`config.mk`:
```
export PLATFORM = sky130hd
export DESIGN_NAME = twd_flag_watchdog
export DESIGN_NICKNAME = d
export VERILOG_FILES = /design/src/twd_pkg.sv /design/src/twd_flag_watchdog.sv
export SDC_FILE = /design/constraint.sdc
export NUM_CORES = 1
export LEC_CHECK = 0
export ABC_CLOCK_PERIOD_IN_PS = 2800
export BUFFER_PORTS_ARGS = -buffer_cell sky130_fd_sc_hd__buf_2
export CAP_MARGIN = 30
export CORE_ASPECT_RATIO = 1.1
export CORE_MARGIN = 2
export CORE_UTILIZATION = 40
export CTS_CLUSTER_SIZE = 40
export DETAILED_ROUTE_END_ITERATION = 16
export GPL_TIMING_DRIVEN = 0
export PLACE_DENSITY = 0.68
export SYNTH_ARGS = -nofsm -noshare
export SYNTH_HDL_FRONTEND = slang
export SYNTH_SLANG_ARGS = --single-unit
```
`constraint.sdc`:
```
create_clock -name sys_clk_i -period 2.8 [get_ports sys_clk_i]
set_input_delay 0.56 -clock sys_clk_i [delete_from_list [all_inputs] [get_ports sys_clk_i]]
set_output_delay 0.56 -clock sys_clk_i [all_outputs]
set_load 0.005 [all_outputs]
```
`src/twd_pkg.sv`:
```
// twd_pkg: constants, types and register map for the transmit fifo flag and watchdog block
// assumes a same-clock register port from the host serial link decoder and 6-bit fifo counts
// Function
// RQ1 - per-transmitter 5-bit threshold, flag when count <= threshold
// RQ2 - threshold zero flags only an empty fifo
// RQ3 - threshold all ones flags while not full
// RQ4 - enabled rising flag sets transmit pending bit
// RQ5 - interrupt pin only when pending enable set
// RQ6 - watchdog off after reset, stops only scheduler
// RQ7 - host arms: mask ones, count, then mask
// RQ8 - mask bit zero supervises channel, resets ones
// RQ9 - armed countdown decrements every 20 ms
// RQ10 - host refreshes countdown before it reaches zero
// RQ11 - expiry raises event, stops after current frame
// RQ12 - expiry stops only channels with mask zero
// RQ13 - nonzero countdown write resumes stopped channels
// RQ14 - armed watchdog cannot be disarmed except reset
// RQ15 - countdown lsb is 20 ms, 0xFF is 5.1 s
// RQ16 - flags readable as one register, reset ones
// RQ17 - free-running prescaler tick, writes load immediately
// RQ18 - stop level held until nonzero write or reset
package twd_pkg;

    // register addresses as printed
    localparam logic [15:0] TWD_ADDR_FLAGS     = 16'h800F;
    localparam logic [15:0] TWD_ADDR_IRQ_EN    = 16'h804F;
    localparam logic [15:0] TWD_ADDR_THR_FIRST = 16'h8060;
    localparam logic [15:0] TWD_ADDR_THR_LAST  = 16'h8067;
    localparam logic [15:0] TWD_ADDR_WD_MASK   = 16'h807E;
    localparam logic [15:0] TWD_ADDR_WD_COUNT  = 16'h807F;

    // reset values
    localparam logic [7:0] TWD_RST_FLAGS   = 8'hFF;
    localparam logic [7:0] TWD_RST_IRQ_EN  = 8'h00;
    localparam logic [7:0] TWD_RST_THR     = 8'h00;
    localparam logic [7:0] TWD_RST_WD_MASK = 8'hFF;
    localparam logic [7:0] TWD_RST_WD_CNT  = 8'h00;
    localparam logic [7:0] TWD_MASK_ALL    = 8'hFF;

    // field layout and sizes
    localparam int TWD_NUM_TX    = 8;
    localparam int TWD_THR_MSB   = 4;
    localparam int TWD_CNT_W     = 6;
    localparam int TWD_PRE_W     = 20;

    // timing: watchdog lsb in milliseconds and the clock rate
    localparam int TWD_TICK_MS    = 20;
    localparam int TWD_CLK_HZ     = 25_000_000;
    localparam int TWD_TICK_CYCLES = TWD_CLK_HZ / 1000 * TWD_TICK_MS;

    // arming sequence states
    typedef enum logic [1:0] {
        TWD_WD_OFF,
        TWD_WD_MASKED,
        TWD_WD_LOADED,
        TWD_WD_ARMED
    } twd_wd_state_e;

    // one register access from the host link decoder
    typedef struct packed {
        logic        wr;
        logic        rd;
        logic [15:0] addr;
        logic [7:0]  wdata;
    } twd_req_s;

endpackage
```
`src/twd_flag_watchdog.sv`:
```
// twd_flag_watchdog: fifo level flags, their interrupt routing and the transmit watchdog
// assumes fifo counts, frame ends and register strobes all come from logic on sys_clk_i
`timescale 1ns/1ps

module twd_flag_watchdog
    import twd_pkg::*;
#(
    parameter int TICK_CYCLES = TWD_TICK_CYCLES  // 20 ms at 25 MHz, shorten in simulation
) (
    // clock and reset
    input  wire logic                          sys_clk_i,
    input  wire logic                          rst_n_i,
    input  wire logic                          soft_reset_i,
    // register access from the host link
    input  wire twd_req_s                      req_i,
    output logic [7:0]                         rdata_o,
    // transmitter status
    input  wire logic [7:0][TWD_CNT_W-1:0]     tx_fifo_count_i,
    input  wire logic [7:0]                    frame_done_i,
    // interrupt handler side
    input  wire logic                          transmit_low_pending_enable_i,
    output logic                               transmit_low_pending_o,
    output logic                               int_req_o,
    // flags and watchdog outputs
    output logic [7:0]                         tx_fifo_low_flag_o,
    output logic [7:0]                         sched_stop_o,
    output logic                               wd_event_o,
    output logic                               wd_armed_o
);

    // register state
    logic [7:0][7:0]          thr_reg, thr_next;        // threshold per transmitter
    logic [7:0]               irq_en_reg, irq_en_next;  // per transmitter flag enable
    logic [7:0]               flag_reg, flag_next;      // fifo low flags
    logic                     pend_reg, pend_next;      // one-cycle pending set
    logic [7:0]               mask_reg, mask_next;      // watchdog channel mask
    logic [7:0]               cnt_reg, cnt_next;        // countdown value
    twd_wd_state_e            st_reg, st_next;          // arming sequence
    logic                     expired_reg, expired_next;
    logic                     event_reg, event_next;
    logic [7:0]               stop_pend_reg, stop_pend_next; // waiting for frame end
    logic [7:0]               stop_reg, stop_next;      // held stop level
    logic [TWD_PRE_W-1:0]     pre_reg, pre_next;        // 20 ms prescaler
    logic [7:0]               rdata_reg, rdata_next;
    logic [7:0]               flag_now;                 // live comparison result
    logic                     tick;
    logic                     wr_mask, wr_cnt;

    // per-transmitter comparison, a 6-bit count against a 5-bit threshold
    genvar gi;
    generate
        for (gi = 0; gi < TWD_NUM_TX; gi++) begin : g_cmp
            // zero flags only empty, all ones flags up to 31, i.e. not full
            assign flag_now[gi] = (tx_fifo_count_i[gi] <=
                {1'b0, thr_reg[gi][TWD_THR_MSB:0]}); // RQ1 RQ2 RQ3
        end
    endgenerate

    // tick is one cycle wide at prescaler wrap; software reset leaves the
    // prescaler alone, so a host cannot stretch an interval by resetting
    assign tick   = (pre_reg == TWD_PRE_W'(TICK_CYCLES - 1));
    assign wr_mask = req_i.wr && (req_i.addr == TWD_ADDR_WD_MASK);
    assign wr_cnt  = req_i.wr && (req_i.addr == TWD_ADDR_WD_COUNT);

    // next-state for all registers
    always_comb begin
        thr_next       = thr_reg;
        irq_en_next    = irq_en_reg;
        flag_next      = flag_now;                                       // RQ16
        // a new flag edge on an enabled channel requests the pending bit
        pend_next      = |(flag_now & ~flag_reg & irq_en_reg);           // RQ4
        mask_next      = mask_reg;
        cnt_next       = cnt_reg;
        st_next        = st_reg;
        expired_next   = expired_reg;
        event_next     = 1'b0;
        stop_pend_next = stop_pend_reg;
        stop_next      = stop_reg;
        // prescaler runs free so the first tick is at most 20 ms after arming
        pre_next       = tick ? '0 : pre_reg + TWD_PRE_W'(1);            // RQ17
        rdata_next     = rdata_reg;

        // plain register writes
        if (req_i.wr) begin
            if (req_i.addr == TWD_ADDR_IRQ_EN) begin
                irq_en_next = req_i.wdata;
            end
            if (req_i.addr >= TWD_ADDR_THR_FIRST && req_i.addr <= TWD_ADDR_THR_LAST) begin
                thr_next[req_i.addr[2:0]] = req_i.wdata;                 // RQ1
            end
        end

        // arming sequence; once armed, an all-ones mask write is dropped
        case (st_reg)
            // off: mask and count load freely, an all-ones mask starts arming
            TWD_WD_OFF: begin
                if (wr_mask) begin
                    mask_next = req_i.wdata;
                    if (req_i.wdata == TWD_MASK_ALL) begin
                        st_next = TWD_WD_MASKED;                          // RQ7
                    end
                end
                if (wr_cnt) begin
                    cnt_next = req_i.wdata;
                end
            end
            // masked: the count write is the second step of the sequence
            TWD_WD_MASKED: begin
                if (wr_mask) begin
                    mask_next = req_i.wdata;
                    if (req_i.wdata != TWD_MASK_ALL) begin
                        st_next = TWD_WD_OFF;                             // out of order
                    end
                end
                if (wr_cnt) begin
                    cnt_next = req_i.wdata;
                    st_next  = TWD_WD_LOADED;                             // RQ7
                end
            end
            // loaded: any mask other than all ones completes arming
            TWD_WD_LOADED: begin
                if (wr_cnt) begin
                    cnt_next = req_i.wdata;
                end
                if (wr_mask) begin
                    mask_next = req_i.wdata;
                    if (req_i.wdata != TWD_MASK_ALL) begin
                        st_next = TWD_WD_ARMED;                           // RQ7 RQ8
                    end
                end
            end
            TWD_WD_ARMED: begin
                // disarm attempts are ignored, other masks still apply
                if (wr_mask && req_i.wdata != TWD_MASK_ALL) begin
                    mask_next = req_i.wdata;                              // RQ14
                end
                if (wr_cnt) begin
                    // a write loads at once and wins over the tick
                    cnt_next = req_i.wdata;                               // RQ17 RQ15
                    if (req_i.wdata != 8'h00) begin
                        expired_next   = 1'b0;                            // RQ13
                        stop_pend_next = '0;
                        stop_next      = '0;
                    end
                end else if (tick && cnt_reg != 8'h00) begin
                    cnt_next = cnt_reg - 8'h01;                           // RQ9
                end
                // reaching zero fires once and marks supervised channels; a refresh
                // that lands on the zero cycle is too late, so the expiry wins over it
                if (cnt_reg == 8'h00 && !expired_reg) begin
                    expired_next   = 1'b1;
                    event_next     = 1'b1;                                // RQ11
                    stop_pend_next = ~mask_reg;                           // RQ12
                end
            end
            // an unused encoding falls back to off
            default: begin
                st_next = TWD_WD_OFF;
            end
        endcase

        // a marked channel stops only at the end of its current frame;
        // fifo messages never see this, the stop goes to the scheduler alone
        // a frame end in the same cycle as a resume write leaves the channel running
        for (int n = 0; n < TWD_NUM_TX; n++) begin
            if (stop_pend_reg[n] && frame_done_i[n] && stop_next[n] == stop_reg[n]
                && stop_pend_next[n]) begin
                stop_next[n]      = 1'b1;                                 // RQ11 RQ6 RQ18
                stop_pend_next[n] = 1'b0;
            end
        end

        // read data, unmapped addresses read zero
        // rdata is registered so it stands until the next read strobe
        if (req_i.rd) begin
            if (req_i.addr == TWD_ADDR_FLAGS) begin
                rdata_next = flag_reg;                                    // RQ16
            end else if (req_i.addr == TWD_ADDR_IRQ_EN) begin
                rdata_next = irq_en_reg;
            end else if (req_i.addr >= TWD_ADDR_THR_FIRST
                         && req_i.addr <= TWD_ADDR_THR_LAST) begin
                rdata_next = thr_reg[req_i.addr[2:0]];
            end else if (req_i.addr == TWD_ADDR_WD_MASK) begin
                rdata_next = mask_reg;
            end else if (req_i.addr == TWD_ADDR_WD_COUNT) begin
                rdata_next = cnt_reg;
            end else begin
                rdata_next = 8'h00;
            end
        end

        // software reset opcode returns everything except the read data register and the prescaler to its reset values
        // the prescaler is left running, it holds nothing the host can see
        if (soft_reset_i) begin
            thr_next       = {TWD_NUM_TX{TWD_RST_THR}};
            irq_en_next    = TWD_RST_IRQ_EN;
            flag_next      = TWD_RST_FLAGS;
            pend_next      = 1'b0;
            mask_next      = TWD_RST_WD_MASK;                             // RQ8
            cnt_next       = TWD_RST_WD_CNT;
            st_next        = TWD_WD_OFF;                                  // RQ14
            expired_next   = 1'b0;
            event_next     = 1'b0;
            stop_pend_next = '0;
            stop_next      = '0;
        end
    end

    // state registers, constants only under asynchronous reset
    always_ff @(posedge sys_clk_i or negedge rst_n_i) begin
        if (!rst_n_i) begin
            thr_reg       <= {TWD_NUM_TX{TWD_RST_THR}};
            irq_en_reg    <= TWD_RST_IRQ_EN;
            flag_reg      <= TWD_RST_FLAGS;                               // RQ16
            pend_reg      <= 1'b0;
            mask_reg      <= TWD_RST_WD_MASK;                             // RQ8
            cnt_reg       <= TWD_RST_WD_CNT;
            st_reg        <= TWD_WD_OFF;                                  // RQ6
            expired_reg   <= 1'b0;
            event_reg     <= 1'b0;
            stop_pend_reg <= '0;
            stop_reg      <= '0;
            pre_reg       <= '0;
            rdata_reg     <= 8'h00;
        end else begin
            thr_reg       <= thr_next;
            irq_en_reg    <= irq_en_next;
            flag_reg      <= flag_next;
            pend_reg      <= pend_next;
            mask_reg      <= mask_next;
            cnt_reg       <= cnt_next;
            st_reg        <= st_next;
            expired_reg   <= expired_next;
            event_reg     <= event_next;
            stop_pend_reg <= stop_pend_next;
            stop_reg      <= stop_next;
            pre_reg       <= pre_next;
            rdata_reg     <= rdata_next;
        end
    end

    // outputs
    // int_req_o is combinational so the enable input acts with no lag
    assign rdata_o                = rdata_reg;
    assign tx_fifo_low_flag_o     = flag_reg;
    assign transmit_low_pending_o = pend_reg;
    assign int_req_o              = pend_reg && transmit_low_pending_enable_i;  // RQ5
    assign sched_stop_o           = stop_reg;
    assign wd_event_o             = event_reg;
    assign wd_armed_o             = (st_reg == TWD_WD_ARMED);

    // checks
    empty_flag_a: assert property (@(posedge sys_clk_i) disable iff (!rst_n_i) // RQ2
        (tx_fifo_count_i[0] == '0 && !soft_reset_i) |=> tx_fifo_low_flag_o[0])
        else $error("empty fifo did not raise its flag");
    full_flag_a: assert property (@(posedge sys_clk_i) disable iff (!rst_n_i) // RQ3
        (tx_fifo_count_i[1] == 6'h20 && !soft_reset_i) |=> !tx_fifo_low_flag_o[1])
        else $error("full fifo left its flag set");
    pend_cause_a: assert property (@(posedge sys_clk_i) disable iff (!rst_n_i) // RQ4
        transmit_low_pending_o |-> |(tx_fifo_low_flag_o & ~$past(tx_fifo_low_flag_o)))
        else $error("pending set without a new flag");
    int_gate_a: assert property (@(posedge sys_clk_i) disable iff (!rst_n_i) // RQ5
        !transmit_low_pending_enable_i |-> !int_req_o)
        else $error("interrupt driven while disabled");
    never_disarm_a: assert property (@(posedge sys_clk_i) disable iff (!rst_n_i) // RQ14
        (wd_armed_o && !soft_reset_i) |=> wd_armed_o)
        else $error("armed watchdog was disarmed");
    count_step_a: assert property (@(posedge sys_clk_i) disable iff (!rst_n_i) // RQ9
        (wd_armed_o && tick && cnt_reg != 8'h00 && !wr_cnt && !soft_reset_i)
        |=> cnt_reg == $past(cnt_reg) - 8'h01)
        else $error("countdown did not step on tick");
    stop_mask_a: assert property (@(posedge sys_clk_i) disable iff (!rst_n_i) // RQ12
        $rose(wd_event_o) |-> ((stop_pend_reg & $past(mask_reg)) == 8'h00))
        else $error("masked-out channel marked for stop");
    stop_frame_a: assert property (@(posedge sys_clk_i) disable iff (!rst_n_i) // RQ11
        |(sched_stop_o & ~$past(sched_stop_o)) |-> |($past(frame_done_i)))
        else $error("stop raised before frame end");
    resume_a: assert property (@(posedge sys_clk_i) disable iff (!rst_n_i) // RQ13
        (wr_cnt && req_i.wdata != 8'h00 && wd_armed_o) |=> sched_stop_o == 8'h00)
        else $error("nonzero countdown write did not resume");
    off_reset_a: assert property (@(posedge sys_clk_i) disable iff (!rst_n_i) // RQ6
        soft_reset_i |=> !wd_armed_o && mask_reg == TWD_RST_WD_MASK)
        else $error("software reset left watchdog armed");

    // countdown load, event width and stop hold
    cnt_load_a: assert property (@(posedge sys_clk_i) disable iff (!rst_n_i) // RQ17
        (wr_cnt && !soft_reset_i) |=> cnt_reg == $past(req_i.wdata))
        else $error("countdown write did not load at once");
    event_pulse_a: assert property (@(posedge sys_clk_i) disable iff (!rst_n_i) // RQ11
        wd_event_o |=> !wd_event_o)
        else $error("watchdog event lasted more than one cycle");
    stop_hold_a: assert property (@(posedge sys_clk_i) disable iff (!rst_n_i) // RQ18
        (!wr_cnt && !soft_reset_i)
        |=> ((sched_stop_o & $past(sched_stop_o)) == $past(sched_stop_o)))
        else $error("stop level dropped without a write");

    // covers: arming, expiry, stop, interrupt request and resume
    armed_c: cover property (@(posedge sys_clk_i) disable iff (!rst_n_i) $rose(wd_armed_o));
    expiry_c: cover property (@(posedge sys_clk_i) disable iff (!rst_n_i) wd_event_o);
    stop_c: cover property (@(posedge sys_clk_i) disable iff (!rst_n_i) |sched_stop_o);
    pend_c: cover property (@(posedge sys_clk_i) disable iff (!rst_n_i) int_req_o);
    resume_c: cover property (@(posedge sys_clk_i) disable iff (!rst_n_i) $fell(|sched_stop_o));

endmodule // twd_flag_watchdog

```
==> qor.yml, run 1 <==
clkLatencyLatePin_ns: 0.42
post_cts_buffers: 0
ys_types: 77
synth_top_family_by_area: "simple AND/OR/NAND/NOR gates"
period_needed_ns: 2.49
syn_inst: 891
gp_congestion: 0.940
area_growth_pct: 17.0
finalWorstSetupSlack_ns: 0.313
rsz0062_at_grt: "false"
r2r_slack_ns: 0.32
largest_reg_flops: 64
cts-root-buf: "clkbuf_16"
grt.total_usage_pct: 21.3
die_y_um: 159
outcome: "finished, final reports clean"
final_hold_viol_count: 0
cts_tree: "yes"
cp-end-kind: "flop"
p_leak_nw: 4.53
power.density_mw_per_mm2: 444
wl_um: 23900
wl_per_cell_um: 18.0
drv_cap: 0
crit_fanout: 7
tightest_slew_ns: 1.03
max_slew_margin_pct: 31.5
placed_cells: 1293
layout-drive-gt1-share_pct: 20.6
finalNonFillerCells: 1327
synth_top_area_share_pct: 36.8
synth_xor_area_share_pct: 1.50
synthArstFlopShare_pct: 100
hold-worst-slack_ns: 0.0746
syn-cell-area_mm2: 0.00877
required_ns: 3.10
viasPerCell: 5.49
synthMuxAreaShare_pct: 12.3
ctsHoldBuffers: 0
syn_area_per_cell_um2: 9.85
synth_fa_ha_area_share_pct: 6.84
place_hpwl_um: 17900
first_pass_iters: 5
ctsResizeCount: 0
startpoint_type: "input port"
skew_ns: 0.00835
pin_count: 114
port_buffers: 110
antenna_found_initial: 2
die_width_um: 145
grt_max_degree: 97
h-tree-depth: 4
drc: 0
hp-class: "input port to asynchronous set/reset pin"
clk_pin_slew_worst_paths_ns: 0.06
grt_pass1_wl_um: 39300
fillers: 2037
grt-ovfl-total: 0
fin_crit_sh_pct: 88.8
coreArea_mm2: 0.0214
cts_sinks: 145
ant_nets: 0
synth_area_leaders: "dfrtp_1, mux2i_1, ha_1"
fmax_mhz: 402
start_util_pct: 40.9
worstSetupPathType: "input port to flop"
synthSimpleGateAreaFrac_pct: 19.8
grt_pass1_vias: 7318
ys_ff_latch: 145
dp_slack_ns: 0.0404
vias: 7291
seq_area_frac_synth_pct: 41.6
vdd_drop_max_mv: 0.407
setup_violations: 0
cts-buffers-inserted: 17
rows: 56
num-nets-final: 1156
yosys_warnings: 0
syn_nets: 1025
synth-edff-count: 0
synth-compound-area-share_pct: 13.4
clockBufferDepth: 2
yosysTopAreaCell: "dfrtp_1"
arrival_ns: 2.79
die-area_mm2: 0.0231
synth-main-ff-cell: "dfrtp_1"
first_iter_violations: 531
maxSlewViolCount: 0
-- stage by stage --
step                setup TNS [ns]  power (mW)  area, um^2  util (%)
detailed placement               0        2.54        9730      45.4
floorplan                        0        2.32        8770         -
CTS                              0        4.59       10300      47.8
finish                           0        4.55       10300      47.9
global route                     0        4.72       10300      47.9
global placement           -127.77        2.53        9690      45.2
-- final timing paths --
| kind | end | cells past startpoint | from |
|---|---|---|---|
| max in group asynchronous | thr_reg[38]$_DFFE_PN0P_ | 2 | rst_n_i |
| min in group sys_clk_i | tx_fifo_low_flag_o[4]$_DFF_PN1_ | 2 | tx_fifo_count_i[29] |
| worst min register to register | pre_reg[0]$_DFF_PN0_ | 1 | pre_reg[0]$_DFF_PN0_ |
| worst max register to register | sched_stop_o[3]$_DFF_PN0_ | 8 | st_reg[0]$_DFFE_PN0P_ |
| worst min-delay path | sched_stop_o[4]$_DFF_PN0_ | 1 | rst_n_i |
| worst max-delay path | rdata_o[1]$_DFFE_PN0P_ | 7 | req_i[8] |
-- logic make-up (layout without fill, tap and decap cells) --
logic type,count (synthesis),after routing
XOR/XNOR,15,15
buffers and inverters,97,241
flip-flops,145,145
AO/OA/AOI/OAI,169,169
other,0,2
multiplexers,99,99
adder cells (fa/ha/maj),48,48
AND/OR/NAND/NOR,318,318
-- cells in the mapped netlist, types with 7 or more instances --
master and instances:
buf_2 8, ha_1 48, a221oi_1 8, nand2b_1 13, nand4_1 9, xor2_1 8, o21ai_0 30, a311oi_1 8
inv_1 52, dfstp_2 16, a31oi_1 10, nand2_1 40, dfrtp_1 129, and2_1 9, xnor2_1 7, a211o_1 9
nor2b_1 18, a21oi_1 43, o211ai_2 7, nand3_1 24, clkbuf_1 27, nor3_1 21, mux2i_1 88, nor2_1 115
mux4_2 7, a22oi_1 8, and3_1 11
-- placed cells by master, fill, tap and decap left out, types with 8 or more instances in the layout --
master     count
a211o_1        9
a21oi_1       43
a221oi_1       8
a22oi_1        8
a311oi_1       8
a31oi_1       10
and2_1         9
and3_1        11
buf_2        118
clkbuf_1      30
clkbuf_16     17
dfrtp_1      129
dfstp_2       16
ha_1          48
inv_1         52
mux2i_1       88
nand2_1       40
nand2b_1      13
nand3_1       24
nand4_1        9
nor2_1       115
nor2b_1       18
nor3_1        21
o21ai_0       30
xor2_1         8
-- critical path: stages --
cell and delay, ns:
buf_2 0.21, nand4_4 0.19, nor4_1 0.54, nor3b_1 0.90, nor2_1 0.14, nand3_1 0.15
o21ai_0 0.09
-- report_power, final --
part	switching [mW]	internal, mW	total [mW]
Clock	0.884	1.17	2.06
Combinational	0.243	0.130	0.373
Sequential	0.00934	2.12	2.12
Total	1.14	3.42	4.55
-- metal layers --
metal	GRT usage, %	vias up	part of all wire [%]
met2	34.1	259	47
li1	-	3484	-
met3	4.84	39	6.3
met4	7.93	0	2.7
met5	0	-	0
met1	28.2	3509	44
-- layout make-up --
cell class	instances	area [um^2]	area share, %
clock inverters	10	63.8	0.622
repair buffers	112	589	5.74
clock buffers	22	464	4.52
well taps	290	363	3.53
plain buffers	43	194	1.89
flip-flops and latches	145	3650	35.5
multi-input cells	649	4740	46.1
diodes	2	5.00	0.0488
inverters	54	203	1.97
No activity file was read; power rests on OpenSTA's default activity.
==> run 2: changes to the inputs <==
CELL_PAD_IN_SITES_DETAIL_PLACEMENT = 1   (was default)
CELL_PAD_IN_SITES_GLOBAL_PLACEMENT = 2   (was default)
CORE_UTILIZATION = 37   (was 40)
PLACE_DENSITY = 0.89   (was 0.68)
REMOVE_ABC_BUFFERS = 1   (was default)
==> run 2 against run 1 <==
Net effect: sequential power about the same; hold slack improved by 0.026 ns; flip-flop and latch count stayed put; first-iteration DRC count is 34% lower; clock-buffer cell count shrank 3; core utilization is 4.2 points lower; clock power rose by 12%; non-clock buffer count decreased by 34; critical path type unchanged; largest power group is now clock; highest routed layer unchanged.
==> qor.yml, run 2 (same netlist as run 1, synthesis figures left out) <==
power.density_mw_per_mm2: 468  # was 444 mW/mm^2
vdd_drop_max_mv: 0.363  # was 0.407 mV
grt_max_degree: 89  # was 97
drv_cap: 0  # unchanged
gr-usage-met1_pct: 27.1  # was 28.2%
die-area_mm2: 0.0250  # was 0.0231 mm^2
crit_fanout: 25  # was 7
period_needed_ns: 2.60  # was 2.49 ns
cts_tree: "yes"  # unchanged
slowest_stage: "or4b_1"  # was nor3b_1
wl_um: 26100  # was 23900 um
crit_family: "simple AND/OR/NAND/NOR gates"  # unchanged
grt_pass1_vias: 7676  # was 7318
grt_util_met2_pct: 36.3  # was 34.1%
area_growth_pct: 17.0  # about the same
r2r_slack_ns: 0.24  # was 0.32 ns
grt.total_usage_pct: 21.6  # was 21.3%
layout-drive-gt1-share_pct: 21.3  # was 20.6%
maxSlewViolCount: 0  # unchanged
drc: 0  # unchanged
setup_violations: 0  # unchanged
grt_pass1_wl_um: 41900  # was 39300 um
first_pass_iters: 4  # was 5
vias: 7323  # was 7291
rsz0062_at_grt: "false"  # unchanged
die_width_um: 151  # was 145 um
cpPeakStageDelay_ns: 0.71  # was 0.90 ns
antenna_found_initial: 0  # was 2
place_hpwl_um: 18500  # was 17900 um
outcome: "finished, final reports clean"  # unchanged
grt-ovfl-total: 0  # unchanged
worstSetupPathType: "input port to flop"  # unchanged
startpoint_type: "input port"  # unchanged
final_hold_viol_count: 0  # unchanged
clockBufferDepth: 2  # unchanged
viasPerCell: 5.61  # was 5.49
cts-root-buf: "clkbuf_16"  # unchanged
num-nets-final: 1122  # was 1156
port_buffers: 113  # was 110
cts-buffers-inserted: 17  # unchanged
arrival_ns: 2.90  # was 2.79 ns
final_cell_area_mm2: 0.0103  # about the same
coreArea_mm2: 0.0235  # was 0.0214 mm^2
finalNonFillerCells: 1306  # was 1327
pin_count: 114  # unchanged
detailed_place.area_mm2: 0.00963  # was 0.00973 mm^2
first_iter_violations: 353  # was 531
final_common_cell: "dfrtp_1"  # unchanged
die_y_um: 166  # was 159 um
clk_pin_slew_worst_paths_ns: 0.06  # about the same
rows: 59  # was 56
start_util_pct: 37.4  # was 40.9%
setup_tns_ns: 0  # unchanged
largest_reg_flops: 64  # unchanged
gp_congestion: 0.804  # was 0.940
clkLatencyLatePin_ns: 0.43  # was 0.42 ns
hp-class: "input port to asynchronous set/reset pin"  # unchanged
layout_common_cells: "dfrtp_1, nor2_1, buf_2"  # was dfrtp_1, buf_2, nor2_1
grt.busiest_layer: "met2"  # unchanged
crit_chain: "buf_2 -> nand4_4 -> nor2_4 -> or4b_1 -> and2_4 -> o211ai_2 -> a21oi_1"  # was buf_2 -> nand4_4 -> nor4_1 -> nor3b_1 -> nor2_1 -> nand3_1 -> o21ai_0
required_ns: 3.09  # was 3.10 ns
fin_crit_sh_pct: 92.9  # was 88.8%
wl_per_cell_um: 20.0  # was 18.0 um
cp-end-kind: "flop"  # unchanged
p_leak_nw: 4.51  # was 4.53 nW
ant_nets: 0  # unchanged
antennaDiodeCount: 0  # was 2
placed_cells: 1272  # was 1293
h-tree-depth: 4  # unchanged
skew_ns: 0.0128  # was 0.00835 ns
met3_usage_pct: 3.63  # was 4.84%
fin_total_pwr_mw: 4.81  # was 4.55 mW
crit_buf_inv: 1  # unchanged
tightest_slew_ns: 0.952  # was 1.03 ns
ctsHoldBuffers: 0  # unchanged
fmax_mhz: 384  # was 402 MHz
max_slew_margin_pct: 36.2  # was 31.5%
cts_sinks: 145  # unchanged
run 2: path summary, 6_finish.rpt:
kind,from,endpoint,depth (start not counted)
worst max-delay path,req_i[8],sched_stop_o[3]$_DFF_PN0_,7
worst min-delay path,rst_n_i,irq_en_reg[0]$_DFFE_PN0P_,1
worst max register to register,st_reg[0]$_DFFE_PN0P_,sched_stop_o[3]$_DFF_PN0_,6
worst min register to register,pre_reg[17]$_DFF_PN0_,pre_reg[17]$_DFF_PN0_,1
max in group asynchronous,rst_n_i,thr_reg[63]$_DFFE_PN0P_,2
min in group sys_clk_i,tx_fifo_count_i[41],tx_fifo_low_flag_o[6]$_DFF_PN1_,2
run 2: per-layer routing:
layer  share of wire (%)  routed length, um
met5                   0                  0
met1                  44              11500
met3                 3.8                998
met2                  48              12500
met4                 4.1               1070
run 2: metrics by stage:
stage	utilization, %	hold WS [ns]	worst slack (ns)
4_1_cts	43.6	0.115	0.0497
3_3_place_gp	40.6	0.443	-1.27
6_report	43.7	0.101	0.198
3_5_place_dp	41.0	0.473	-0.493
2_1_floorplan	-	0.264	-0.203
5_1_grt	43.7	0.139	0.00551
run 2: power breakdown:
group	switching (mW)	total (mW)	leakage (nW)	internal, mW
clock network	0.957	2.31	0.273	1.35
registers	0.0101	2.12	1.95	2.11
logic	0.247	0.376	2.29	0.129
total	1.21	4.81	4.51	3.59
run 2: timing repair:
action,CTS,global route
pin swaps,0,1
buffers inserted,0,2
gates resized for setup,2,2
endpoints found under the setup margin,10,15
run 2: area by class of cell:
cell class / count / area, um^2
timing repair buffer: 121 / 691
clock buffer: 19 / 443
clock inverter: 13 / 150
fill: 2718 / 13200
multi-input combinational: 649 / 4750
inverter: 54 / 203
sequential: 145 / 3650
tap: 305 / 382
run 2: worst reg2reg max path: cells and delay by family (launching register included):
kind,cells,cell delay (ns)
fa+ha+maj,1,0.45
simple gates,2,1.11
compound gates,3,0.45
flops,1,0.42
